$ cat src/verilog/psc_defines.vh
// Offsets, command codes, reset values and timing for the strobe and clock command block
`ifndef PSC_DEFINES_VH
`define PSC_DEFINES_VH

// Register byte offsets
`define PSC_OFF_CMD        12'h000
`define PSC_OFF_EXT_LO     12'h004
`define PSC_OFF_EXT_HI     12'h008
`define PSC_OFF_STATUS     12'h00C
`define PSC_OFF_PHASE      12'h010

// Command word fields
`define PSC_CODE_LSB       0
`define PSC_LOW_LSB        8
`define PSC_HIGH_LSB       16

// Status word fields
`define PSC_ST_PRESC_LSB   0
`define PSC_ST_EN_LSB      8
`define PSC_ST_CLK_LSB     12
`define PSC_ST_BUSY_BIT    16

// Sub command codes
`define PSC_SC_STB_LOW     8'h0E
`define PSC_SC_BLK_HIGH    8'h0F
`define PSC_SC_BLK_LOW     8'h10
`define PSC_SC_LATCH64     8'h11
`define PSC_SC_PRESCALE    8'h13
`define PSC_SC_CLK_EN      8'h14
`define PSC_SC_DUTY0       8'h15
`define PSC_SC_DUTY1       8'h16
`define PSC_SC_DUTY3       8'h17
`define PSC_SC_DUTY2       8'h18
`define PSC_SC_SYNC        8'h19
`define PSC_SC_PHASE0      8'h1A
`define PSC_SC_PHASE3      8'h1D

// Reset values
`define PSC_PRESC_RST      8'h0A
`define PSC_DUTY_RST       8'h01

// Timing
`define PSC_CLK_NS         8
`define PSC_STB_NS         40
`define PSC_STB_CYC        ((`PSC_STB_NS + `PSC_CLK_NS - 1) / `PSC_CLK_NS)
`define PSC_PHASE_STEP_NS  10000000
`define PSC_PHASE_CYC      (`PSC_PHASE_STEP_NS / `PSC_CLK_NS)
`define PSC_BASE_NS        1000
`define PSC_BASE_CYC       (`PSC_BASE_NS / `PSC_CLK_NS)
`define PSC_DLY_TICK_CYC   125

`endif

$ cat src/verilog/psc_clk_chan.v
// One clock generator channel with sync preset and initial phase delay
`timescale 1ns/1ps
module psc_clk_chan (
  input  wire       pclk,
  input  wire       presetn,
  input  wire       tick,
  input  wire       phase_tick,
  input  wire       enable,
  input  wire [7:0] high_phase_count,
  input  wire [7:0] low_phase_count,
  input  wire       sync,
  input  wire       sync_level,
  input  wire [7:0] sync_delay,
  output reg        clk_out_r
);

  reg [7:0] cnt_r;
  reg [7:0] dly_r;
  reg       wait_r;

  // Phase counting, sync restart and initial delay
  always @(posedge pclk or negedge presetn) begin
    if (!presetn) begin
      clk_out_r <= 1'b0;
      cnt_r     <= 8'h01;
      dly_r     <= 8'h00;
      wait_r    <= 1'b0;
    end else if (sync) begin
      clk_out_r <= sync_level;
      cnt_r     <= sync_level ? high_phase_count : low_phase_count;
      dly_r     <= sync_delay;
      wait_r    <= (sync_delay != 8'h00);
    end else if (wait_r) begin
      if (phase_tick) begin
        dly_r  <= dly_r - 8'h01;
        wait_r <= (dly_r != 8'h01);
      end
    end else if (enable && tick) begin
      if (cnt_r <= 8'h01) begin
        clk_out_r <= ~clk_out_r;
        cnt_r     <= clk_out_r ? low_phase_count : high_phase_count;
      end else begin
        cnt_r <= cnt_r - 8'h01;
      end
    end
  end

endmodule

$ cat src/verilog/psc_cmd_top.v
// Command decoder: port strobes, latch writes and four channel clock generator
`timescale 1ns/1ps
`include "psc_defines.vh"

module psc_cmd_top #(
  parameter PHASE_CYC = `PSC_PHASE_CYC,
  parameter DLY_TICK  = `PSC_DLY_TICK_CYC,
  parameter BASE_CYC  = `PSC_BASE_CYC,
  parameter STB_CYC   = `PSC_STB_CYC
) (
  input  wire        pclk,
  input  wire        presetn,
  input  wire        psel,
  input  wire        penable,
  input  wire        pwrite,
  input  wire [11:0] paddr,
  input  wire [31:0] pwdata,
  output reg  [31:0] prdata,
  output reg         pready,
  output reg         pslverr,
  output reg  [7:0]  port_zero_value,
  output reg  [7:0]  port1_out,
  output reg  [2:0]  latch_addr,
  output reg         latch_wr_n
);

  localparam S_IDLE = 3'd0;
  localparam S_PUT  = 3'd1;
  localparam S_ACT  = 3'd2;
  localparam S_REL  = 3'd3;
  localparam S_DLY  = 3'd4;

  reg  [2:0]  state_r;
  reg  [23:0] cnt_r;
  reg  [2:0]  idx_r;
  reg  [7:0]  code_r;
  reg  [7:0]  low_param_byte;
  reg  [7:0]  high_param_byte;
  reg  [63:0] payload_block;
  reg  [7:0]  strobe_r;
  reg  [7:0]  presc_r;
  reg  [3:0]  clk_en_r;
  reg  [63:0] duty_r;
  reg  [31:0] phase_r;
  reg  [3:0]  sync_r;
  reg  [3:0]  sync_lvl_r;
  reg  [31:0] sync_dly_r;
  reg  [15:0] base_cnt_r;
  reg  [7:0]  pre_cnt_r;
  reg         tick_r;
  reg  [23:0] ph_cnt_r;
  reg         ph_tick_r;
  wire [3:0]  chan_out;
  wire        acc;
  wire        hit_cmd;
  wire        busy;
  wire [7:0]  sub_command_code;
  wire [7:0]  cur_byte;

  // Strobe active level: high for code 15, low otherwise
  function act_high;
    input [7:0] code;
    begin
      act_high = (code == `PSC_SC_BLK_HIGH);
    end
  endfunction

  // Address decode shared by read and write paths
  function mapped;
    input [11:0] a;
    begin
      mapped = (a == `PSC_OFF_CMD) || (a == `PSC_OFF_EXT_LO) || (a == `PSC_OFF_EXT_HI) ||
               (a == `PSC_OFF_STATUS) || (a == `PSC_OFF_PHASE);
    end
  endfunction

  assign busy             = (state_r != S_IDLE);
  assign acc              = psel & penable & pready;
  assign hit_cmd          = acc & pwrite & (paddr == `PSC_OFF_CMD);
  assign sub_command_code = pwdata[`PSC_CODE_LSB +: 8];
  assign cur_byte         = payload_block[{idx_r, 3'b000} +: 8];

  // APB answer; command writes stall while a sequence runs
  always @(posedge pclk or negedge presetn) begin
    if (!presetn) begin
      pready  <= 1'b0;
      pslverr <= 1'b0;
      prdata  <= 32'h0000_0000;
    end else begin
      pready  <= psel & penable & ~pready &
                 ~(pwrite && paddr == `PSC_OFF_CMD && busy);
      pslverr <= psel & penable & ~pready & ~mapped(paddr);
      case (paddr)
        `PSC_OFF_CMD:    prdata <= {8'h00, high_param_byte, low_param_byte, code_r};
        `PSC_OFF_EXT_LO: prdata <= payload_block[31:0];
        `PSC_OFF_EXT_HI: prdata <= payload_block[63:32];
        `PSC_OFF_STATUS: prdata <= {15'h0000, busy, chan_out, clk_en_r, presc_r};
        `PSC_OFF_PHASE:  prdata <= phase_r;
        default:         prdata <= 32'h0000_0000;
      endcase
    end
  end

  // Prescaled timebase and 10ms phase step
  always @(posedge pclk or negedge presetn) begin
    if (!presetn) begin
      base_cnt_r <= 16'h0000;
      pre_cnt_r  <= 8'h00;
      tick_r     <= 1'b0;
      ph_cnt_r   <= 24'h00_0000;
      ph_tick_r  <= 1'b0;
    end else begin
      tick_r    <= 1'b0;
      ph_tick_r <= 1'b0;
      if (base_cnt_r == BASE_CYC[15:0] - 16'h0001) begin
        base_cnt_r <= 16'h0000;
        if (pre_cnt_r + 8'h01 >= presc_r) begin
          pre_cnt_r <= 8'h00;
          tick_r    <= 1'b1;
        end else begin
          pre_cnt_r <= pre_cnt_r + 8'h01;
        end
      end else begin
        base_cnt_r <= base_cnt_r + 16'h0001;
      end
      if (hit_cmd && sub_command_code == `PSC_SC_SYNC) begin
        ph_cnt_r <= 24'h00_0000;
      end else if (ph_cnt_r == PHASE_CYC[23:0] - 24'h00_0001) begin
        ph_cnt_r  <= 24'h00_0000;
        ph_tick_r <= 1'b1;
      end else begin
        ph_cnt_r <= ph_cnt_r + 24'h00_0001;
      end
    end
  end

  // Register writes and immediate clock commands
  always @(posedge pclk or negedge presetn) begin
    if (!presetn) begin
      code_r          <= 8'h00;
      low_param_byte  <= 8'h00;
      high_param_byte <= 8'h00;
      payload_block   <= 64'h0000_0000_0000_0000;
      presc_r         <= `PSC_PRESC_RST;
      clk_en_r        <= 4'h0;
      duty_r          <= {8{`PSC_DUTY_RST}};
      phase_r         <= 32'h0000_0000;
      sync_r          <= 4'h0;
      sync_lvl_r      <= 4'h0;
      sync_dly_r      <= 32'h0000_0000;
    end else begin
      sync_r <= 4'h0;
      if (acc && pwrite && paddr == `PSC_OFF_EXT_LO) begin
        payload_block[31:0] <= pwdata;
      end
      if (acc && pwrite && paddr == `PSC_OFF_EXT_HI) begin
        payload_block[63:32] <= pwdata;
      end
      if (hit_cmd) begin
        code_r          <= sub_command_code;
        low_param_byte  <= pwdata[`PSC_LOW_LSB +: 8];
        high_param_byte <= pwdata[`PSC_HIGH_LSB +: 8];
        case (sub_command_code)
          `PSC_SC_PRESCALE: begin
            // zero is not a legal value
            if (pwdata[`PSC_LOW_LSB +: 8] != 8'h00) begin
              presc_r <= pwdata[`PSC_LOW_LSB +: 8];
            end
          end
          `PSC_SC_CLK_EN: begin
            clk_en_r <= (clk_en_r | pwdata[`PSC_HIGH_LSB +: 4]) &
                        ~pwdata[`PSC_LOW_LSB +: 4];
          end
          `PSC_SC_DUTY0: duty_r[15:0]  <= pwdata[`PSC_LOW_LSB +: 16];
          `PSC_SC_DUTY1: duty_r[31:16] <= pwdata[`PSC_LOW_LSB +: 16];
          `PSC_SC_DUTY2: duty_r[47:32] <= pwdata[`PSC_LOW_LSB +: 16];
          `PSC_SC_DUTY3: duty_r[63:48] <= pwdata[`PSC_LOW_LSB +: 16];
          `PSC_SC_SYNC: begin
            sync_r     <= pwdata[`PSC_LOW_LSB +: 4];
            sync_lvl_r <= pwdata[`PSC_HIGH_LSB +: 4];
            sync_dly_r <= phase_r;
            phase_r    <= 32'h0000_0000;
          end
          default: begin
            if (sub_command_code >= `PSC_SC_PHASE0 && sub_command_code <= `PSC_SC_PHASE3) begin
              phase_r[{sub_command_code[1:0] - 2'd2, 3'b000} +: 8] <= pwdata[`PSC_LOW_LSB +: 8];
            end
          end
        endcase
      end
    end
  end

  // Strobe and latch sequencer
  always @(posedge pclk or negedge presetn) begin
    if (!presetn) begin
      state_r         <= S_IDLE;
      cnt_r           <= 24'h00_0000;
      idx_r           <= 3'd0;
      strobe_r        <= 8'h00;
      port_zero_value <= 8'h00;
      latch_addr      <= 3'd0;
      latch_wr_n      <= 1'b1;
    end else begin
      case (state_r)
        S_IDLE: begin
          idx_r <= 3'd0;
          cnt_r <= STB_CYC[23:0];
          if (hit_cmd) begin
            case (sub_command_code)
              `PSC_SC_STB_LOW: begin
                port_zero_value <= pwdata[`PSC_LOW_LSB +: 8];
                state_r         <= S_PUT;
              end
              `PSC_SC_BLK_HIGH, `PSC_SC_BLK_LOW, `PSC_SC_LATCH64: begin
                state_r <= S_PUT;
              end
              default: state_r <= S_IDLE;
            endcase
          end
        end
        S_PUT: begin
          if (code_r != `PSC_SC_STB_LOW) begin
            port_zero_value <= cur_byte;
          end
          if (code_r != `PSC_SC_LATCH64) begin
            strobe_r <= act_high(code_r) ? 8'h00 : high_param_byte;
          end
          latch_addr <= idx_r;
          cnt_r      <= cnt_r - 24'h00_0001;
          if (cnt_r == 24'h00_0001) begin
            cnt_r   <= STB_CYC[23:0];
            state_r <= S_ACT;
          end
        end
        S_ACT: begin
          if (code_r == `PSC_SC_LATCH64) begin
            latch_wr_n <= 1'b0;
          end else begin
            strobe_r <= act_high(code_r) ? high_param_byte : 8'h00;
          end
          cnt_r <= cnt_r - 24'h00_0001;
          if (cnt_r == 24'h00_0001) begin
            cnt_r   <= STB_CYC[23:0];
            state_r <= S_REL;
          end
        end
        S_REL: begin
          latch_wr_n <= 1'b1;
          strobe_r   <= act_high(code_r) ? 8'h00 : high_param_byte;
          cnt_r      <= cnt_r - 24'h00_0001;
          if (cnt_r == 24'h00_0001) begin
            cnt_r   <= {16'h0000, low_param_byte} * {8'h00, DLY_TICK[15:0]};
            state_r <= (code_r == `PSC_SC_BLK_HIGH || code_r == `PSC_SC_BLK_LOW) ? S_DLY :
                       (code_r == `PSC_SC_LATCH64 && idx_r != 3'd7) ? S_PUT : S_IDLE;
            if (code_r == `PSC_SC_LATCH64) begin
              cnt_r <= STB_CYC[23:0];
              idx_r <= idx_r + 3'd1;
            end
          end
        end
        S_DLY: begin
          if (cnt_r != 24'h00_0000) begin
            cnt_r <= cnt_r - 24'h00_0001;
          end else begin
            cnt_r   <= STB_CYC[23:0];
            idx_r   <= idx_r + 3'd1;
            state_r <= (idx_r == 3'd7) ? S_IDLE : S_PUT;
          end
        end
        default: state_r <= S_IDLE;
      endcase
    end
  end

  // Port 1: clock channels override strobe levels on pins 0-3
  always @(posedge pclk or negedge presetn) begin
    if (!presetn) begin
      port1_out <= 8'h00;
    end else begin
      port1_out <= {strobe_r[7:4], (chan_out & clk_en_r) | (strobe_r[3:0] & ~clk_en_r)};
    end
  end

  genvar g;
  generate
    for (g = 0; g < 4; g = g + 1) begin : chan
      psc_clk_chan u_chan (
        .pclk             (pclk),
        .presetn          (presetn),
        .tick             (tick_r),
        .phase_tick       (ph_tick_r),
        .enable           (clk_en_r[g]),
        .high_phase_count (duty_r[g*16 +: 8]),
        .low_phase_count  (duty_r[g*16+8 +: 8]),
        .sync             (sync_r[g]),
        .sync_level       (sync_lvl_r[g]),
        .sync_delay       (sync_dly_r[g*8 +: 8]),
        .clk_out_r        (chan_out[g])
      );
    end
  endgenerate

endmodule

$ cat config.mk
export PLATFORM = sky130hd
export DESIGN_NAME = psc_cmd_top
export DESIGN_NICKNAME = d
export VERILOG_FILES = /design/src/verilog/psc_clk_chan.v /design/src/verilog/psc_cmd_top.v
export VERILOG_INCLUDE_DIRS = /design/src /design/src/verilog
export SDC_FILE = /design/constraint.sdc
export NUM_CORES = 1
export LEC_CHECK = 0
export BUFFER_PORTS_ARGS = -buffer_cell sky130_fd_sc_hd__clkbuf_2
export CORE_MARGIN = 3
export CORE_UTILIZATION = 56
export CTS_CLUSTER_DIAMETER = 80
export DETAILED_ROUTE_END_ITERATION = 6
export PLACE_DENSITY = 0.76
export SETUP_SLACK_MARGIN = 0.15
export SYNTH_ARGS = -nofsm -noshare
export SYNTH_HDL_FRONTEND = slang
export SYNTH_SLANG_ARGS = --single-unit
$ cat constraint.sdc
create_clock -name pclk -period 3.55 [get_ports pclk]
set_input_delay 0.71 -clock pclk [delete_from_list [all_inputs] [get_ports pclk]]
set_output_delay 0.71 -clock pclk [all_outputs]
set_load 0.01 [all_outputs]
Yosys cells after proc, flatten, opt, wreduce, memory -nomap -nowiden
Cells that the tools add are included.

Bits of input ports: 49. Logic and storage cells: 327. Output and inout bits: 54. Bits in registers: 450.

$add $sub $neg: 15. Reductions and logical operators: 76. $mul: 1. Magnitude comparators: 7. Multiplexer cells: 108. Equal/unequal tests: 48. Shift-type cells: 3. Bitwise logic cells: 22.

Operator list (number): $mux W8 (44); $pmux W32 S5 (1); $mux W24 (5); $pmux W24 S4 (1); $eq A8 B5 Y1 const B (11); $pmux W32 S2 (1); $shiftx A64 B7 Y8 (1); $sub A8 B1 Y8 const B (8); $reduce_bool A8 Y1 (5); $reduce_bool A2 Y1 (19); $mux W1 (36); $bwmux W32 (1); $le A8 B1 Y1 const B (4); $mux W32 (1); $ne A8 B1 Y1 const B (4); $shift A8 B7 Y32 const A (1); $shiftx A8 B7 Y32 (1); $reduce_and A2 Y1 (15); $ne A2 B2 Y1 const B (14); $mux W3 (9); $add A24 B1 Y24 const B (1); $eq A12 B4 Y1 const B (2); $eq A24 B1 Y1 const B (1); $eq A24 B21 Y1 const B (1); 47 further kinds (93).

Longest topological paths before layout
Gate-level depths: netlist of the first run.

Word-level depth: 7. Gate-level depth with buffers: 14. Gate-level depth less buffers: 14.

Hierarchy
From an unflattened synthesis of the first run, not the netlist that was laid out.

Cells, all modules: 2151. Area total of the unflattened synthesis: 23830.4 um^2.

By module, submodules not included: psc_cmd_top (cells each 1535, sequential area each 9472.8 um^2, area each 18345.1 um^2, times used 1); psc_clk_chan (cells each 154, sequential area each 451.7 um^2, area each 1371.3 um^2, times used 4).

Worst setup path after synthesis of the first run
Ideal clock, no wire load.

Path type: register to register. Start: register low_param_byte[1]. End: register cnt_r[13]. Cell stages (with the launch flop): 13. Required time: 3.467 ns. Library setup time: 0.083 ns. Arrival: 3.834 ns. Buffers on the path: 0. Period minus slack after synthesis: 3.917 ns. Setup slack: -0.367 ns. Path through: dfrtp_1 fa_1 inv_1 fa_1 fa_1 fa_1 inv_1 ha_1 or4_1 o22ai_1 o21ai_0 xnor2_1 o21ai_0.

Word-level cells in the longest chain between the ends: 4.

RTL lines: from (decl) (RTL line psc_cmd_top.v:37) `reg [7:0] low_param_byte;`; from (signal assigned) (RTL line psc_cmd_top.v:161) `` low_param_byte <= pwdata[`PSC_LOW_LSB +: 8]; ``; $mul A8 B7 Y15 (RTL line psc_cmd_top.v:253) `cnt_r <= {16'h0000, low_param_byte} * {8'h00, DLY_TICK[15:0]};`; $mux W15 (RTL line psc_cmd_top.v:256) `` if (code_r == `PSC_SC_LATCH64) begin ``; $mux W24 (RTL line psc_cmd_top.v:252) `if (cnt_r == 24'h00_0001) begin`; $pmux W24 S4 (RTL line psc_cmd_top.v:205) `case (state_r)`; to (signal assigned) (RTL line psc_cmd_top.v:208) `cnt_r <= STB_CYC[23:0];`; to (signal assigned) (RTL line psc_cmd_top.v:253); to (signal assigned) (RTL line psc_cmd_top.v:257) `cnt_r <= STB_CYC[23:0];`; to (decl) (RTL line psc_cmd_top.v:34) `reg [23:0] cnt_r;`.

No other way between the ends. A chain may end at the register's enable or synchronous reset.

Worst setup path in the final report of the first run
Start: register low_param_byte[3]. End: register cnt_r[13].

Same word-level chain as after synthesis.

==> reports/results.txt, run 1 <==
Status -> complete, but fails checks
Violated checks -> design-rule violations, negative setup slack
IO Count -> 103
Maxcap violations -> 0
Hpwl dp -> 43.6 mm
# hold bufs at CTS -> 0
Die Wd -> 211 um
Number of enable flip-flop cells after synthesis -> 0
Fin crit share -> 107%
Buffers added on ports -> 102
Slew headroom -> 28.2%
Highest net fanout along the worst path -> 3
Initial antenna violation count -> 2
Clock Skew -> 0.0199 ns
Number of synthesis warnings -> 0
Register area share after synthesis -> 48.1%
Mapped Avg Cell Area -> 10.8 um2
Unrepaired setup endpoints after global routing -> true
Final setup viols -> 7
Die H -> 211 um
Critical path required time -> 4.02 ns
Final net count -> 2,441
DRT Pass-1 Iters -> 7
Full die area -> 44,400 um2
Max Root-Sink Buffers -> 3
Crit start category -> register
Seq cells post-synth -> 450
Inserted Clock Buffers -> 50
Synthesized Nets -> 2,324
Final hold vios -> 0
Netlist Area Pre-Place -> 23,500 um2
CTS root buffer -> clkbuf_16
Drt wl/cell -> 22.0 um
Core ar. -> 41,100 um2
Sink Count -> 450
Peak supply drop -> 0.379 mV
Final Critical Period -> 3.81 ns
Asr flop ratio synth -> 100%
WP data arrival -> 4.28 ns
Placer congestion estimate -> 0.985
Worst Path Class, Setup -> reg2reg
Synth Instances -> 2,177
Routed Antenna Nets -> 0
Power Density -> 408 nW/um2
Distinct cells, synth -> 79
F_max -> 0.262 GHz
# fillers -> 3,152
Slew @ Worst Pin -> 1.08 ns
Clock transition at path regs -> 0.06 ns
Residual DRC -> 15
CP endpoint kind -> register
Final core occ -> 65.0%
Clock insertion delay at the later pin of the skew report -> 0.60 ns
Hold WC Path Type -> in2async
Most frequent cells in the layout -> dfrtp_1, nand2_1, mux2_2
Grt total ovfl -> 0
Largest net degree at the start of global routing -> 93
Std-Cell Rows -> 74
Leak -> 0.0129 uW
Share of cells above drive strength 1 -> 24.5%
Starting density of the core -> 57.1%
First-pass GRT wire length -> 99.9 mm
GRT Util Overall -> 28.6%
Vias -> 17,900
Final WL -> 63.2 mm
Max Slew Vio Count -> 0
Top_reg_cell synth -> dfrtp_1
Commonest non-fill, non-tap cell in the layout -> dfrtp_1
Worst setup margin -> -0.264 ns
CTS tree -> yes
DR iter-0 viols -> 1,970
H-tree Lvls -> 2
Vias per std cell -> 6.23
Synthesis-to-layout area growth -> 13.8%
Sum Neg Setup Slack -> -1.42 ns
Vias in the first global route -> 17,900
[worst max-delay path, cell delays in order, from the launching register on]
cell	delay, ns
dfrtp_1	0.42
fa_1	0.54
inv_1	0.05
fa_1	0.46
fa_1	0.49
fa_1	0.51
inv_2	0.05
ha_4	0.17
or4_4	0.54
o22ai_4	0.14
o21ai_2	0.08
xnor2_1	0.15
o21ai_1	0.08
[synth_stat cells, types with 13 or more instances]
cell type | number | area [um2]
or3_1 | 13 | 81.3
xnor2_1 | 55 | 482
o21ai_0 | 158 | 791
a222oi_1 | 24 | 240
nand2_1 | 251 | 942
mux2i_1 | 61 | 611
a31oi_1 | 15 | 93.8
mux2_2 | 209 | 2350
nor4_1 | 19 | 119
nor2_1 | 122 | 458
a22oi_1 | 26 | 195
or4_1 | 23 | 173
o22ai_1 | 24 | 150
and3_1 | 17 | 106
and2_1 | 13 | 81.3
xor2_1 | 34 | 298
clkbuf_1 | 71 | 267
dfstp_2 | 15 | 394
a22o_1 | 31 | 272
dfrtp_1 | 435 | 10900
nand3_1 | 36 | 180
mux4_2 | 17 | 383
nor3_1 | 40 | 200
inv_1 | 109 | 409
a21oi_1 | 57 | 285
ha_1 | 77 | 963
fa_1 | 21 | 420
buf_2 | 20 | 100
[path summary, 6_finish.rpt]
| check | from | to | slack [ns] | cells after the start |
|---|---|---|---|---|
| worst max-delay path | low_param_byte[3] | cnt_r[13] | -0.26 | 12 |
| worst min-delay path | presetn | chan[3].u_chan.cnt_r[3] | 0.07 | 1 |
| worst max register to register | low_param_byte[3] | cnt_r[13] | -0.26 | 12 |
| worst min register to register | strobe_r[6] | port1_out[6] | 0.41 | 0 |
| max in group asynchronous | presetn | duty_r[32] | 2.50 | 2 |
| min in group pclk | pwrite | pready | 0.32 | 2 |
[stage by stage]
step | hold slack, ns | cells | worst slack [ns] | power (uW) | cell area (um2)
after floorplan | 0.354 | 2177 | -0.158 | 5300 | 23500
after CTS | 0.0986 | 2866 | -0.256 | 11000 | 26600
final | 0.0730 | 2869 | -0.264 | 10900 | 26700
after global placement | 0.401 | 2768 | -0.255 | 5540 | 24800
after detailed placement | 0.399 | 2768 | -0.287 | 5540 | 24800
after global routing | 0.109 | 2869 | -0.402 | 11200 | 26700
[kinds of logic after synthesis]
logic type	count (synthesis)	share of synthesized area, %
XOR/XNOR	89	3.32
AO/OA/AOI/OAI	415	11.5
adder cells (fa/ha/maj)	99	5.94
AND/OR/NAND/NOR	615	13.0
buffers and inverters	222	3.84
flip-flops	450	48.1
multiplexers	287	14.3
[layer usage]
metal | vias to the layer above | routed length [um] | global-route usage (%)
li1 | 8022 | - | -
met1 | 8933 | 25900 | 38.6
met2 | 749 | 29700 | 46.1
met3 | 165 | 4880 | 5.88
met4 | 2 | 2750 | 11.1
met5 | - | 13 | 0
[timing repair]
| action | 4_1_cts | 5_1_grt |
|---|---|---|
| setup endpoints to repair | 9 | 9 |
| pin swaps | 17 | 13 |
| gates resized for setup | 21 | 11 |
| buffers inserted | 4 | 2 |
[power by group]
part           switching (uW)  internal (uW)  total (uW)  leakage [uW]
Combinational             247           68.5         316       0.00585
Sequential               1.02           5130        5130       0.00616
Clock                    2220           3230        5450      0.000851
Total                    2470           8430       10900        0.0129
[sequential cells by signal (all words and copies together), names as in the netlist, 16 cells and up]
signal             count
base_cnt_r            16
chan.u_chan.cnt_r     32
chan.u_chan.dly_r     32
cnt_r                 24
duty_r                64
payload_block         64
ph_cnt_r              24
phase_r               32
prdata                32
sync_dly_r            32
[layout make-up]
class	count	area [um2]	area share, %
Sequential cell	450	11300	42.2
Timing Repair Buffer	178	1160	4.36
Inverter	109	409	1.53
Multi-Input combinational cell	1505	11400	42.8
Tap cell	532	666	2.49
Clock buffer	65	1390	5.20
Antenna cell	1	2.50	0.00937
Clock inverter	29	354	1.33
Note: power is estimated with default switching activity, not from simulation.
==> run 2, diff against run 1 <==
GPL_TIMING_DRIVEN = 0   (was unset)
==> run 2 against run 1 <==
  * The flow still finishes with violations (design-rule violations, negative setup slack)
  * Die area is the same
  * Maximum frequency fell by 4.1%
  * First-iteration DRC count is 1.6% lower
  * Global-route usage increased by 2.2 points
  * Via count rose by 2.4%
  * Highest routed layer unchanged
==> reports/results.txt, run 2 (synthesis gave the netlist of run 1 again) <==
Fin crit share -> 112% (was 107%)
Slowest CP cell -> or4_4 (was fa_1)
Slew @ Worst Pin -> 1.27 ns (was 1.08 ns)
H-tree Lvls -> 2 (unchanged)
Slew headroom -> 14.5% (was 28.2%)
Share of cells above drive strength 1 -> 23.2% (was 24.5%)
Grt total ovfl -> 0 (unchanged)
Max Root-Sink Buffers -> 3 (unchanged)
Crit start category -> register (unchanged)
Clock insertion delay at the later pin of the skew report -> 0.60 ns (about the same)
Vias per std cell -> 6.25 (was 6.23)
WP data arrival -> 4.45 ns (was 4.28 ns)
Placed insts -> 2,815 (was 2,768)
GRT Util Overall -> 30.8% (was 28.6%)
Residual DRC -> 2 (was 15)
Commonest non-fill, non-tap cell in the layout -> dfrtp_1 (unchanged)
Final setup viols -> 8 (was 7)
Worst Path Class, Setup -> reg2reg (unchanged)
Final Critical Period -> 3.98 ns (was 3.81 ns)
Placed inst area -> 24,800 um2 (about the same)
FF-to-FF path depth -> 12 (unchanged)
Buffers added on ports -> 102 (unchanged)
Hold WC Path Type -> in2async (unchanged)
Starting density of the core -> 57.1% (unchanged)
Cell Chain, Critical Path -> fa_1 > inv_1 > fa_1 > fa_1 > fa_1 > inv_2 > ha_4 > or4_4 > o22ai_4 > buf_4 > xor2_2 > o21ai_1 (was fa_1 > inv_1 > fa_1 > fa_1 > fa_1 > inv_2 > ha_4 > or4_4 > o22ai_4 > o21ai_2 > xnor2_1 > o21ai_1)
DR iter-0 viols -> 1,938 (was 1,970)
CTS tree -> yes (unchanged)
Vias in the first global route -> 18,200 (was 17,900)
Clock transition at path regs -> 0.06 ns (about the same)
Placer congestion estimate -> 1.00 (was 0.985)
Peak supply drop -> 0.394 mV (was 0.379 mV)
Core ar. -> 41,100 um2 (unchanged)
Maxcap violations -> 0 (unchanged)
Final hold vios -> 0 (unchanged)
Initial antenna violation count -> 3 (was 2)
CP endpoint kind -> register (unchanged)
Vias -> 18,300 (was 17,900)
Leak -> 0.0129 uW (about the same)
Sink Count -> 450 (unchanged)
Die Wd -> 211 um (unchanged)
Fin area -> 26,800 um2 (was 26,700 um2)
CP max stage delay -> 0.55 ns (was 0.54 ns)
Antenna cells -> 0 (was 1)
Hpwl dp -> 49.0 mm (was 43.6 mm)
Power Density -> 402 nW/um2 (was 408 nW/um2)
Max Slew Vio Count -> 0 (unchanged)
Final WL -> 68.4 mm (was 63.2 mm)
Clock Skew -> 0.0176 ns (was 0.0199 ns)
Most frequent cells in the layout -> dfrtp_1, nand2_1, mux2_2 (unchanged)
# hold bufs at CTS -> 0 (unchanged)
Drt wl/cell -> 23.4 um (was 22.0 um)
Inserted Clock Buffers -> 49 (was 50)
Highest net fanout along the worst path -> 4 (was 3)
IO Count -> 103 (unchanged)
CTS root buffer -> clkbuf_16 (unchanged)
Critical path required time -> 4.02 ns (about the same)
F_max -> 0.251 GHz (was 0.262 GHz)
Full die area -> 44,400 um2 (unchanged)
Final net count -> 2,499 (was 2,441)
Routed Antenna Nets -> 0 (unchanged)
Largest net degree at the start of global routing -> 120 (was 93)
Largest registers -> duty_r: 64 flops, payload_block: 64 flops (unchanged)
Status -> complete, but fails checks (unchanged)
DRT Pass-1 Iters -> 7 (unchanged)
Unrepaired setup endpoints after global routing -> true (unchanged)
Std-Cell Rows -> 74 (unchanged)
Crit-path most repeated cell -> fa_1 (unchanged)
Die H -> 211 um (unchanged)
Cell Count, Final, Fillers Out -> 2,925 (was 2,869)
First-pass GRT wire length -> 106 mm (was 99.9 mm)
Synthesis-to-layout area growth -> 14.3% (was 13.8%)
Worst setup margin -> -0.429 ns (was -0.264 ns)
Violated checks -> design-rule violations, negative setup slack (unchanged)
run 2: path summary, 6_finish.rpt:
kind	startpoint	end	slack, ns
hold / removal	presetn	chan[3].u_chan.dly_r[1]	0.05
min in group pclk	pwrite	pready	0.34
max in group asynchronous	presetn	pre_cnt_r[2]	2.15
hold reg to reg	strobe_r[4]	port1_out[4]	0.43
setup reg to reg	low_param_byte[3]	cnt_r[11]	-0.43
setup / recovery	low_param_byte[3]	cnt_r[11]	-0.43
run 2: critical path, delay by kind of cell (launching register included):
| kind | cells | cell delay [ns] |
|---|---|---|
| adders and majority gates | 5 | 2.24 |
| and+or+nand+nor | 1 | 0.55 |
| DFF | 1 | 0.44 |
| buffers and inverters | 3 | 0.26 |
| AOI/OAI and AO/OA | 2 | 0.23 |
| xor gates and xnor gates | 1 | 0.16 |
run 2: through the flow:
stage	setup slack (ns)	TNS, ns	power (uW)	hold WS (ns)	utilization, %
2_1_floorplan	-0.158	-0.385	5300	0.354	-
3_3_place_gp	-9.05	-3589.72	5530	0.425	60.0
3_5_place_dp	-0.755	-3.77	5540	0.419	60.3
4_1_cts	-0.368	-2.03	10800	0.0387	65.0
5_1_grt	-0.546	-3.38	11100	0.0615	65.2
6_report	-0.429	-2.40	10800	0.0513	65.2
run 2: power by group:
group	switching (uW)	internal [uW]	leakage, uW
sequential	1.07	5130	0.00615
clock	2200	3130	0.000835
combinational	257	66.2	0.00587
run 2: cell type report:
class | instances | area, um2
Tap cell | 532 | 666
Fill cell | 3149 | 14300
Multi-Input combinational cell | 1505 | 11500
Sequential cell | 450 | 11300
Timing Repair Buffer | 124 | 768
Clock buffer | 70 | 1440
Buffer | 113 | 492
Inverter | 109 | 409
Clock inverter | 22 | 256
run 2: repair_timing:
item                                    4_1_cts  5_1_grt
pin swaps                                    11       13
buffers inserted                             13        5
gates resized for setup                      27       14
endpoints found under the setup margin        9        9
cloned                                        0        0
run 2: per-layer routing:
metal,up-vias,GRT usage (%),routed length (um)
li1,8147,-,-
met1,9237,41.6,27800
met2,735,50.3,32500
met3,171,4.84,4720
met4,2,12.8,3300
met5,-,0,13
